===== config.mk =====
export PLATFORM = sky130hd
export DESIGN_NAME = tknj_core
export DESIGN_NICKNAME = d
export VERILOG_FILES = /design/src/tknj_pkg.sv /design/src/tknj_cmdq_if.sv /design/src/tknj_cmdq.sv /design/src/tknj_core.sv
export VERILOG_INCLUDE_DIRS = /design/src /design/src/src
export SDC_FILE = /design/constraint.sdc
export NUM_CORES = 1
export LEC_CHECK = 0
export BUFFER_PORTS_ARGS = -buffer_cell sky130_fd_sc_hd__buf_4
export CORE_MARGIN = 4
export CORE_UTILIZATION = 30
export DETAILED_ROUTE_END_ITERATION = 8
export PLACE_DENSITY = 0.56
export SYNTH_ARGS = -nofsm -noshare
export SYNTH_HDL_FRONTEND = slang
export SYNTH_SLANG_ARGS = --single-unit
export TNS_END_PERCENT = 20

===== constraint.sdc =====
create_clock -name core_clk_in -period 3.6 [get_ports core_clk_in]
set_clock_uncertainty 0.15 [all_clocks]
set_input_delay 0.18 -clock core_clk_in [delete_from_list [all_inputs] [get_ports core_clk_in]]
set_output_delay 0.18 -clock core_clk_in [all_outputs]
set_load 0.05 [all_outputs]

===== src/tknj_cfg.svh =====
// Purpose: Offsets, field positions, reset values and times of the join control
// Assumes: Included by its bare name; definitions only
// Notes: Offsets are byte addresses on the APB
`ifndef TKNJ_CFG_SVH
`define TKNJ_CFG_SVH
`define TKNJ_OFS_CONFIG 8'h00
`define TKNJ_OFS_NODE 8'h04
`define TKNJ_OFS_DIAG 8'h08
`define TKNJ_OFS_CMD 8'h0c
`define TKNJ_OFS_STATUS 8'h10
`define TKNJ_OFS_MASK 8'h14
`define TKNJ_CFG_CHAIN 0
`define TKNJ_CFG_BACKPL 1
`define TKNJ_CFG_TRANSMITTER_DRIVE_ENABLE 2
`define TKNJ_CFG_RXALL 3
`define TKNJ_CFG_W 4
`define TKNJ_CFG_RST 4'h0
`define TKNJ_NODE_RST 8'h00
`define TKNJ_MASK_RST 1'h0
`define TKNJ_CMD_TX 0
`define TKNJ_CMD_RX 1
`define TKNJ_CMD_CLR_RX 2
`define TKNJ_CMD_CLR_TX 3
`define TKNJ_DIAG_W 5
`define TKNJ_CLK_KHZ 20000
`define TKNJ_OWN_RECONFIGURATION_FLAG_MS 840
`define TKNJ_FETCH_US 52
`endif


===== src/tknj_pkg.sv =====
// Purpose: Types shared by the join control files
// Assumes: Constants live in tknj_cfg.svh
// Notes: Diagnostic struct order matches the diagnostic register bits
package tknj_pkg;
	typedef logic [7:0] tknj_node_id_t;
	typedef logic [31:0] tknj_word_t;
	typedef struct packed {
		logic own_reconfiguration_flag;
		logic reconfiguration_flag;
		logic token;
		logic act;
		logic dup;
	} tknj_diag_t;
endpackage

===== src/tknj_cmdq_if.sv =====
// Purpose: Signals between the core and one command queue
// Assumes: One instance per direction (transmit, receive)
// Notes: CW must fit the queue depth
`timescale 1ns/1ps
interface tknj_cmdq_if #(parameter int CW = 2, parameter int SW = 1);
	logic chained;
	logic push;
	logic complete;
	logic release_cmd;
	logic [SW-1:0] cstat;
	logic pend;
	logic full;
	logic head_done;
	logic [SW-1:0] head_stat;
	logic [CW-1:0] count;
	modport ctl(output chained, push, complete, release_cmd, cstat,
		input pend, full, head_done, head_stat, count);
	modport q(input chained, push, complete, release_cmd, cstat,
		output pend, full, head_done, head_stat, count);
endinterface


===== src/tknj_cmdq.sv =====
// Purpose: Queue of outstanding commands with a status copy per entry
// Assumes: Entries complete in the order they were issued
// Notes: Depth limit drops to one when chaining is off
`timescale 1ns/1ps
module tknj_cmdq #(
	parameter int DEPTH = 2,
	parameter int SW = 1,
	parameter int CW = 2
) (
	input wire logic clk_in,
	input wire logic rst_in,
	tknj_cmdq_if.q q_if
);
	import tknj_pkg::*;
	logic [CW-1:0] count_reg;
	logic [CW-1:0] done_reg;
	logic [SW-1:0] stat_reg [DEPTH];
	wire [SW-1:0] stat_next [DEPTH];
	wire [CW-1:0] limit;
	wire [CW-1:0] widx;
	wire rel;
	wire acc;
	wire cmpl;
	assign limit = q_if.chained ? CW'(DEPTH) : CW'(1);
	assign q_if.full = count_reg >= limit;
	assign q_if.head_done = done_reg != '0;
	assign q_if.pend = count_reg > done_reg;
	assign q_if.head_stat = stat_reg[0];
	assign q_if.count = count_reg;
	// Unchained: a clear command is ignored, the next issue replaces the done entry
	assign rel = q_if.head_done & (q_if.chained ? q_if.release_cmd : (q_if.push & q_if.full));
	assign acc = q_if.push & (!q_if.full | rel);
	assign cmpl = q_if.complete & q_if.pend;
	assign widx = rel ? done_reg - CW'(1) : done_reg;
	always_ff @(posedge clk_in or posedge rst_in) begin
		if (rst_in) begin
			count_reg <= '0;
			done_reg <= '0;
		end else begin
			count_reg <= count_reg + CW'(acc) - CW'(rel);
			done_reg <= done_reg + CW'(cmpl) - CW'(rel);
		end
	end
	genvar i;
	generate
		for (i = 0; i < DEPTH; i++) begin : g_ent
			wire [SW-1:0] up;
			if (i + 1 < DEPTH) begin : g_mid
				assign up = stat_reg[i+1];
			end else begin : g_last
				assign up = '0;
			end
			// Each finished command keeps its own status until released
			assign stat_next[i] = (cmpl && widx == CW'(i)) ? q_if.cstat : (rel ? up : stat_reg[i]);
			always_ff @(posedge clk_in or posedge rst_in) begin
				if (rst_in) begin
					stat_reg[i] <= '0;
				end else begin
					stat_reg[i] <= stat_next[i];
				end
			end
		end
	endgenerate
endmodule


===== src/tknj_core.sv =====
// Purpose: Command queues, diagnostics and network join control of a token bus node
// Assumes: APB slave, zero wait states; network inputs are asynchronous pins
// Notes: Host runs the join and id search; the core supplies flags and gating
//
// Functional notes
// - Chained mode holds two transmit, two receive commands
// - Unchained mode holds one command per direction
// - Chained mode keeps status per queued command
// - Reading diagnostics clears latched diagnostic bits
// - Transmitter drives only after drive enable written
// - Unchained receive interrupt released by mask or by the next receive command, not by clear
// - Chained clear command releases receive interrupt
// - New node id fetched within 52 us
// - Own reconfig set after 840 ms without own token
//
// The register offsets and the APB slave port were chosen for this implementation.
`timescale 1ns/1ps
`include "tknj_cfg.svh"
module tknj_core #(
	parameter int AW = 8,
	parameter int QDEPTH = 2,
	parameter int OWN_RECONFIGURATION_FLAG_CYC = `TKNJ_OWN_RECONFIGURATION_FLAG_MS * `TKNJ_CLK_KHZ
) (
	input wire logic core_clk_in,
	input wire logic rst_in,
	input wire logic psel_in,
	input wire logic penable_in,
	input wire logic pwrite_in,
	input wire logic [AW-1:0] paddr_in,
	input wire tknj_pkg::tknj_word_t pwdata_in,
	output tknj_pkg::tknj_word_t prdata_out,
	output logic pready_out,
	output logic pslverr_out,
	input wire logic net_rx_act_in,
	input wire logic net_token_in,
	input wire logic net_token_me_in,
	input wire logic net_dup_id_in,
	input wire logic net_reconfiguration_flag_in,
	input wire logic net_rx_done_in,
	input wire logic net_rx_ok_in,
	input wire logic net_tx_done_in,
	input wire logic net_tx_ack_in,
	input wire logic tx_bit_in,
	output logic tx_line_out,
	output logic tx_drive_en_out,
	output logic rx_arm_out,
	output logic tx_req_out,
	output logic backplane_out,
	output logic rx_all_out,
	output logic rx_int_out,
	output tknj_pkg::tknj_node_id_t node_id_out
);
	import tknj_pkg::*;
	localparam int FETCH_CYC = `TKNJ_FETCH_US * `TKNJ_CLK_KHZ / 1000;
	localparam int FW = $clog2(FETCH_CYC + 1);
	localparam int TW = $clog2(OWN_RECONFIGURATION_FLAG_CYC);
	localparam int QCW = $clog2(QDEPTH + 1);
	localparam int NS = 9;
	// ****************************************
	// Pin synchronisers
	// ****************************************
	logic [NS-1:0] s1_reg;
	logic [NS-1:0] s2_reg;
	logic [NS-1:0] s3_reg;
	wire [NS-1:0] pins = {net_tx_ack_in, net_tx_done_in, net_rx_ok_in, net_rx_done_in,
		net_reconfiguration_flag_in, net_dup_id_in, net_token_me_in, net_token_in, net_rx_act_in};
	wire me_p = s2_reg[2] & ~s3_reg[2];
	wire rxd_p = s2_reg[5] & ~s3_reg[5];
	wire txd_p = s2_reg[7] & ~s3_reg[7];
	always_ff @(posedge core_clk_in or posedge rst_in) begin
		if (rst_in) begin
			s1_reg <= '0;
			s2_reg <= '0;
			s3_reg <= '0;
		end else begin
			s1_reg <= pins;
			s2_reg <= s1_reg;
			s3_reg <= s2_reg;
		end
	end
	// ****************************************
	// APB decode
	// ****************************************
	logic [`TKNJ_CFG_W-1:0] cfg_reg;
	tknj_node_id_t node_id_reg;
	tknj_node_id_t node_act_reg;
	tknj_diag_t diag_reg;
	logic mask_reg;
	tknj_word_t prdata_reg;
	logic pslverr_reg;
	tknj_cmdq_if #(.CW(QCW), .SW(1)) rxq_if();
	tknj_cmdq_if #(.CW(QCW), .SW(1)) txq_if();
	wire setup = psel_in & ~penable_in;
	wire acc_wr = psel_in & penable_in & pwrite_in;
	wire acc_rd = psel_in & penable_in & ~pwrite_in;
	wire hit_cfg = paddr_in == AW'(`TKNJ_OFS_CONFIG);
	wire hit_node = paddr_in == AW'(`TKNJ_OFS_NODE);
	wire hit_diag = paddr_in == AW'(`TKNJ_OFS_DIAG);
	wire hit_cmd = paddr_in == AW'(`TKNJ_OFS_CMD);
	wire hit_stat = paddr_in == AW'(`TKNJ_OFS_STATUS);
	wire hit_mask = paddr_in == AW'(`TKNJ_OFS_MASK);
	wire mapped = hit_cfg | hit_node | hit_diag | hit_cmd | hit_stat | hit_mask;
	wire wr_cfg = acc_wr & hit_cfg;
	wire wr_node = acc_wr & hit_node;
	wire wr_mask = acc_wr & hit_mask;
	wire wr_cmd = acc_wr & hit_cmd;
	wire rd_diag = acc_rd & hit_diag;
	wire cmd_tx = wr_cmd & pwdata_in[`TKNJ_CMD_TX];
	wire cmd_rx = wr_cmd & pwdata_in[`TKNJ_CMD_RX];
	wire cmd_clr_rx = wr_cmd & pwdata_in[`TKNJ_CMD_CLR_RX];
	wire cmd_clr_tx = wr_cmd & pwdata_in[`TKNJ_CMD_CLR_TX];
	wire chained = cfg_reg[`TKNJ_CFG_CHAIN];
	wire transmitter_drive_enable = cfg_reg[`TKNJ_CFG_TRANSMITTER_DRIVE_ENABLE];
	wire [31:0] stat_word = 32'({txq_if.count, rxq_if.count, rxq_if.head_stat,
		txq_if.head_stat, ~txq_if.full, rxq_if.head_done});
	wire [31:0] rd_data = hit_cfg ? 32'(cfg_reg) : hit_node ? 32'(node_id_reg) :
		hit_diag ? 32'(diag_reg) : hit_stat ? stat_word : hit_mask ? 32'(mask_reg) : 32'h0;
	// ****************************************
	// Diagnostics and own reconfig timer
	// ****************************************
	logic [TW-1:0] timer_reg;
	wire tmr_end = timer_reg == TW'(OWN_RECONFIGURATION_FLAG_CYC - 1);
	wire own_p = tmr_end & ~me_p;
	tknj_diag_t diag_set;
	wire [`TKNJ_DIAG_W-1:0] diag_clr = rd_diag ? prdata_reg[`TKNJ_DIAG_W-1:0] : '0;
	assign diag_set = {own_p, s2_reg[4], s2_reg[1], s2_reg[0], s2_reg[3]};
	always_ff @(posedge core_clk_in or posedge rst_in) begin
		if (rst_in) begin
			timer_reg <= '0;
			diag_reg <= '0;
		end else begin
			timer_reg <= (me_p | tmr_end) ? '0 : timer_reg + TW'(1);
			// Only bits the host actually saw are cleared, and a new event wins
			diag_reg <= (diag_reg & ~diag_clr) | diag_set;
		end
	end
	// ****************************************
	// Registers and outputs
	// ****************************************
	// Changing the chain mode with commands queued leaves them in place
	always_ff @(posedge core_clk_in or posedge rst_in) begin
		if (rst_in) begin
			cfg_reg <= `TKNJ_CFG_RST;
			node_id_reg <= `TKNJ_NODE_RST;
			node_act_reg <= `TKNJ_NODE_RST;
			mask_reg <= `TKNJ_MASK_RST;
		end else begin
			cfg_reg <= wr_cfg ? pwdata_in[`TKNJ_CFG_W-1:0] : cfg_reg;
			node_id_reg <= wr_node ? pwdata_in[7:0] : node_id_reg;
			node_act_reg <= node_id_reg;
			mask_reg <= wr_mask ? pwdata_in[0] : mask_reg;
		end
	end
	always_ff @(posedge core_clk_in or posedge rst_in) begin
		if (rst_in) begin
			prdata_reg <= '0;
			pslverr_reg <= 1'b0;
			tx_drive_en_out <= 1'b0;
			tx_line_out <= 1'b0;
			rx_int_out <= 1'b0;
		end else begin
			prdata_reg <= setup ? rd_data : prdata_reg;
			pslverr_reg <= setup ? ~mapped : pslverr_reg;
			tx_drive_en_out <= transmitter_drive_enable;
			tx_line_out <= transmitter_drive_enable & tx_bit_in;
			rx_int_out <= mask_reg & rxq_if.head_done;
		end
	end
	assign prdata_out = prdata_reg;
	assign pslverr_out = pslverr_reg;
	assign pready_out = 1'b1;
	assign node_id_out = node_act_reg;
	// Lag of the fetched id behind the written one; the window is too long for a delay range
	logic [FW-1:0] fetch_wait_reg;
	always_ff @(posedge core_clk_in or posedge rst_in) begin
		if (rst_in) begin
			fetch_wait_reg <= '0;
		end else begin
			fetch_wait_reg <= (node_id_out != node_id_reg) ? fetch_wait_reg + FW'(1) : '0;
		end
	end
	assign backplane_out = cfg_reg[`TKNJ_CFG_BACKPL];
	assign rx_all_out = cfg_reg[`TKNJ_CFG_RXALL];
	assign rx_arm_out = rxq_if.pend;
	assign tx_req_out = txq_if.pend;
	// ****************************************
	// Command queues
	// ****************************************
	assign rxq_if.chained = chained;
	assign rxq_if.push = cmd_rx;
	assign rxq_if.complete = rxd_p;
	assign rxq_if.release_cmd = cmd_clr_rx;
	assign rxq_if.cstat = s2_reg[6];
	assign txq_if.chained = chained;
	assign txq_if.push = cmd_tx;
	assign txq_if.complete = txd_p;
	assign txq_if.release_cmd = cmd_clr_tx;
	assign txq_if.cstat = s2_reg[8];
	tknj_cmdq #(.DEPTH(QDEPTH), .SW(1), .CW(QCW)) u_rxq (
		.clk_in(core_clk_in),
		.rst_in(rst_in),
		.q_if(rxq_if)
	);
	tknj_cmdq #(.DEPTH(QDEPTH), .SW(1), .CW(QCW)) u_txq (
		.clk_in(core_clk_in),
		.rst_in(rst_in),
		.q_if(txq_if)
	);
endmodule


# --- Yosys cells after proc, flatten, opt, wreduce, memory -nomap -nowiden ---
# Index checks and enable logic that the tools add are counted.
classes:
  eq_ne: 8
  n_reduce_logical: 15
  n_lt_le_gt_ge: 4
  muxes: 20
  bitwise: 46
  add_sub_neg: 11
ops:
  columns: ["op", "count"]
  rows:
  - ["8-bit 2-to-1 mux", 4]
  - ["1-bit AND", 27]
  - ["25-bit by 1-bit adder with 25-bit output (second input constant)", 1]
  - ["25-bit == test (second input constant)", 1]
  - ["25-bit 2-to-1 mux", 1]
  - ["8-bit by 4-bit == test with 1-bit output (second input constant)", 2]
  - ["8-bit by 5-bit == test with 1-bit output (second input constant)", 2]
  - ["2-bit nonzero test", 6]
  - ["1-bit 2-to-1 mux", 11]
  - ["2-bit by 1-bit adder with 2-bit output", 4]
  - ["8-bit by 3-bit == test with 1-bit output (second input constant)", 1]
  - ["8-bit zero test", 1]
  - ["1-bit NOT", 8]
  - ["1-bit OR", 8]
  - ["2-bit by 1-bit subtractor with 2-bit output", 4]
  - ["2-bit 2-to-1 mux", 3]
  - ["5-bit AND", 1]
  - ["5-bit 2-to-1 mux", 1]
  - ["5-bit NOT", 1]
  - ["5-bit OR", 1]
  - ["2-bit by 1-bit == test with 1-bit output (second input constant)", 2]
  - ["2-bit >= comparator", 2]
  - ["2-bit > comparator", 2]
  - ["1-bit logical AND", 4]
  - ["3 further kinds", 6]
totals:
  reg_bits: 125
  in_bits: 55
  wordCells: 130
  output_inout_bits: 49

# --- Depth between registers and ports, before layout ---
depth:
  word_depth: 11
  depth_mapped: 11

# --- Modules after synthesis ---
# Synthesis repeated with hierarchy kept, for this count alone.
unflattened:
  cells_unflattened: 422
  hier_area_um2: 4660.7
modules_own_cells:
  columns: ["mod", "area_per_inst_um2", "cells_per_inst", "seq_area_each_um2", "n_inst"]
  rows:
  - ["tknj_core", 3677.3, 320, 2102.0, 1]
  - ["tknj_cmdq", 491.7, 51, 150.1, 2]

# --- Worst setup path after synthesis ---
# Ideal clock, no wire load.
synth_timing:
  path_kind: "input port to flip-flop"
  startpoint: "input port paddr_in[1]"
  endpoint: "register u_txq.done_reg[1]"
  cell_stages: 9
  n_path_buf: 0
  path_slack_ns: 1.146
  required_ns: 3.370
  arrival_time_ns: 2.224
  setup_time_ns: 0.080
  cell_sequence: "or4_4 -> nor4_2 -> nand3_1 -> inv_1 -> ha_1 -> inv_1 -> ha_1 -> xnor2_1 -> xnor2_1"
synth_via:
  elab_chain_len: 7
synth_rtl:
  columns: ["element", "line_no", "rtl"]
  rows:
  - ["from (decl)", "tknj_core.sv:29", "input wire logic [AW-1:0] paddr_in,"]
  - ["8-bit by 4-bit == test with 1-bit output *", "tknj_core.sv:99", "wire hit_cmd = paddr_in == AW'(`TKNJ_OFS_CMD);"]
  - ["1-bit AND *", "tknj_core.sv:106", "wire wr_cmd = acc_wr & hit_cmd;"]
  - ["1-bit AND", "tknj_core.sv:108", "wire cmd_tx = wr_cmd & pwdata_in[`TKNJ_CMD_TX];"]
  - ["1-bit AND", "tknj_cmdq.sv:31", "assign rel = q_if.head_done & (q_if.chained ? q_if.release_cmd : (q_if.push & q_if.full));"]
  - ["1-bit 2-to-1 mux *", "tknj_cmdq.sv:31", null]
  - ["1-bit AND *", "tknj_cmdq.sv:31", null]
  - ["2-bit by 1-bit subtractor with 2-bit output *", "tknj_cmdq.sv:41", "done_reg <= done_reg + CW'(cmpl) - CW'(rel);"]
  - ["to (signal assigned)", "tknj_cmdq.sv:41", null]
  - ["to (decl)", "tknj_cmdq.sv:16", "logic [CW-1:0] done_reg;"]
# Every way passes the cells marked *; elsewhere a longest branch is shown, timed or not.
# A chain may end at the register's enable or synchronous reset.

# --- Final worst setup path ---
layout_timing:
  startpoint: "register cfg_reg[0]"
  endpoint: "register u_txq.done_reg[1]"
layout_via:
  elab_chain_len: 6
layout_rtl:
  columns: ["element", "line_no", "rtl"]
  rows:
  - ["from (decl)", "tknj_core.sv:84", "logic [`TKNJ_CFG_W-1:0] cfg_reg;"]
  - ["from (signal assigned)", "tknj_core.sv:143", "cfg_reg <= `TKNJ_CFG_RST;"]
  - ["from (signal assigned)", "tknj_core.sv:148", "cfg_reg <= wr_cfg ? pwdata_in[`TKNJ_CFG_W-1:0] : cfg_reg;"]
  - ["2-bit 2-to-1 mux", "tknj_cmdq.sv:24", "assign limit = q_if.chained ? CW'(DEPTH) : CW'(1);"]
  - ["2-bit >= comparator", "tknj_cmdq.sv:25", "assign q_if.full = count_reg >= limit;"]
  - ["1-bit AND", "tknj_cmdq.sv:31", null]
  - ["1-bit 2-to-1 mux *", "tknj_cmdq.sv:31", null]
  - ["1-bit AND *", "tknj_cmdq.sv:31", null]
  - ["2-bit by 1-bit subtractor with 2-bit output *", "tknj_cmdq.sv:41", null]
# Marks and branches as above.

==> metrics.csv <==
stage;metric;value;unit
yosys;synth_top_area_cell;dfrtp_1;
sta;fin_crit_sh;75.46;%
clock_tree;cts.sinks;96;
power;power_density;499.5;nW/um^2
detailed_routing;ant_nets;0;
cells_and_area;final_layout_size_suffix_gt1_share;17.73;%
clock_tree;insertion_delay;0.33;ns
yosys;synth_top_family_by_area;simple AND/OR/NAND/NOR gates;
clock_tree;clkTransAtPathRegs;0.07;ns
setup_path;worstSetupEndpointType;flip-flop;
yosys;yosys_warnings;0;
setup_path;worstSetupStartpointType;flip-flop;
setup_path;ff2ff_setup_slack;0.88;ns
yosys;synth_area;4534;um^2
cells_and_area;largest_reg_flops;25;
placed_design;io_buffers;54;
clock_tree;htreeDepth;3;
yosys;yosysUniqueCellTypes;51;
clock_tree;cts_buffers;9;
sta;tightest_slew;0.9212;ns
sta;slew_violations;0;
power;p_leak;2.638;nW
yosys;synthMuxAreaShare;3.063;%
global_routing;antenna_found_initial;0;
floorplan;start_util;30.96;%
run_status;outcome;finished clean;
detailed_routing;num_vias;3225;
global_routing;grtUsageTotal;11.42;%
floorplan;fp.dieH;130.9;um
detailed_routing;vias_per_cell;4.701;
yosys;synthSimpleGateAreaFrac;17.33;%
yosys;synth_xor_area_share;5.795;%
setup_path;worstPathArrival;2.83;ns
sta;min_period;2.717;ns
setup_path;startpoint;cfg_reg[0];
floorplan;core_region_area;14640;um^2
sta;hold_viol_final;0;
sta;setup-tns-final;0;ns
yosys;synth_flop_cell;dfrtp_1;
yosys;yosysSeqAreaShare;52.98;%
setup_path;required;3.72;ns
floorplan;io_pins;104;
cells_and_area;final_core_util;37.76;%
setup_path;path_cells;inv_1 -> ha_1 -> nand2b_1 -> a31o_2 -> nand3_1 -> inv_1 -> ha_1 -> inv_1 -> ha_1 -> xnor2_1 -> xnor2_1;
setup_path;rr_endpoint;u_txq.done_reg[1];
sta;slew_headroom;38.58;%
setup_path;worstRegToRegCells;11;
floorplan;fp-row-count;44;
global_routing;grt.overflow.total;0;
yosys;synth_edf_count;0;
detailed_routing;wl_per_cell;13.93;um
hold_path;hold_path.class;primary input to flip-flop;
yosys;synthAdderAreaFrac;5.243;%
detailed_routing;first_iter_violations;206;
yosys;synthArstFlopShare;100.0;%
setup_path;slowest_stage;dfrtp_1;
setup_path;critPathTopFamily;adder cells;
job;drv_cap;0;
setup_path;crit_type;flip-flop to flip-flop;
power;irDropWorstVdd;0.2196;mV
sta;setup_viol;0;
yosys;ys_ff_latch;96;
setup_path;cp-endpoint;u_txq.done_reg[1];
yosys;synthTopCellsByCount;dfrtp_1, nor2_1, nand2_1;
cells_and_area;n_antenna_cell;0;
setup_path;cp_max_fo;6;
cells_and_area;area_growth_syn_to_layout;21.96;%
yosys;synth_top_area_share;52.98;%
sta;fmax;0.3681;GHz
setup_path;slowest_delay;0.44;ns
clock_tree;cts_tree;built;
setup_path;critPathBufInv;3;
floorplan;die_x;130.9;um
floorplan;die-area;17150;um^2
detailed_routing;dr.pass1.iters;4;
placed_design;globalplace.congestion;0.8053;
yosys;synthCells;425;
global_routing;grt_pass1_wl;15450;um
setup_path;crit_cells;11;
detailed_routing;drc_errors;0;
sta;rsz0062_at_grt;no;
global_routing;first_global_vias;3148;
clock_tree;cts_buffer_depth;2;
yosys;yosysMostFrequentCell;dfrtp_1;
placed_design;dp_hpwl;6917;um
yosys;synth_compound_area_share;8.444;%
detailed_routing;routed_wl;9555;um
setup_path;r2r_start;cfg_reg[0];
clock_tree;post_cts_resized;0;
clock_tree;post_cts_buffers;0;
yosys;syn_avg_cell_area;10.67;um^2
global_routing;grt_max_degree;56;
cells_and_area;layout.nets;571;
yosys;synth_top_cells_by_area;dfrtp_1, ha_1, buf_4, xnor2_1, nor2_1;
clock_tree;clockRootBuffer;clkbuf_16;
## how the worst min path moves through the flow
stage                      to  depth (start not counted)                   startpoint
2_1_floorplan       s1_reg[0]                          0                net_rx_act_in
3_3_place_gp        s1_reg[8]                          1                net_tx_ack_in
3_5_place_dp        s1_reg[4]                          1  net_reconfiguration_flag_in
4_1_cts            cfg_reg[3]                          3                 pwdata_in[3]
5_1_grt        node_id_reg[3]                          3                 pwdata_in[3]
6_report           cfg_reg[3]                          3                 pwdata_in[3]
## cell usage in the layout, fill, tap and decap left out, drive strengths merged, types with 5 or more instances in the layout
cell         count
a21o             7
conb            25
inv             23
a21oi            7
nor4             8
clkbuf          12
ha              19
nand3           20
dfrtp           96
and3             5
buf             57
xor2            10
nor2            37
o21ai           17
nor3             7
mux2             9
dlygate4sd3     17
nand2           34
xnor2           20
nor2b           11
nand4            7
## power by group
group	internal [mW]	switching, mW
clock network	0.578	0.400
registers	1.16	0.0612
logic	0.200	0.365
total	1.94	0.826
## worst min-delay path, stage by stage
cell,delay (ns)
buf_4,0.08
inv_1,0.06
o21ai_0,0.15
## area by class of cell
type,count,area [um^2]
Timing Repair Buffer,74,598.1
Clock buffer,12,256.5
Sequential cell,96,2402
Multi-Input combinational cell,293,1902
Fill cell,1441,9114
Inverter,23,88.84
Clock inverter,4,52.55
Tap cell,184,230.2
## logic make-up (layout without fill, tap and decap cells)
logic type / count (synthesis) / after routing
xor+xnor: 30 / 30
buf+inv: 59 / 113
mux: 12 / 12
compound gates: 56 / 56
fa+ha+maj: 19 / 19
flops: 96 / 96
simple gates: 151 / 151
other cells: 2 / 25
## per-layer routing
metal / routed length (um) / GRT usage [%] / vias to the layer above / part of all wire [%]
li1: - / - / 1562 / -
met1: 4554 / 15.39 / 1567 / 48
met2: 4341 / 17.83 / 84 / 45
met3: 502 / 2.805 / 12 / 5.3
met4: 156 / 4.235 / 0 / 1.6
met5: 0 / 0 / - / 0
## per-stage QoR
step                setup WS, ns  hold slack (ns)  instances  power (mW)  instance area [um^2]
finish                    0.8834          0.02337        686       2.763                  5530
global route              0.7046          0.02284        686       2.905                  5530
CTS                       0.8756          0.01466        686       2.794                  5530
detailed placement        0.5686           0.1409        653       1.788                  5051
global placement          0.6379           0.1404        653       1.771                  5051
floorplan                 0.7646          0.06143        448       1.657                  4621
## what timing repair did
item,in CTS,in global routing
hold buffers,17,0
setup endpoints to repair,0,0
endpoints found under the hold margin,72,0
Power figures use the tool's default switching activity.
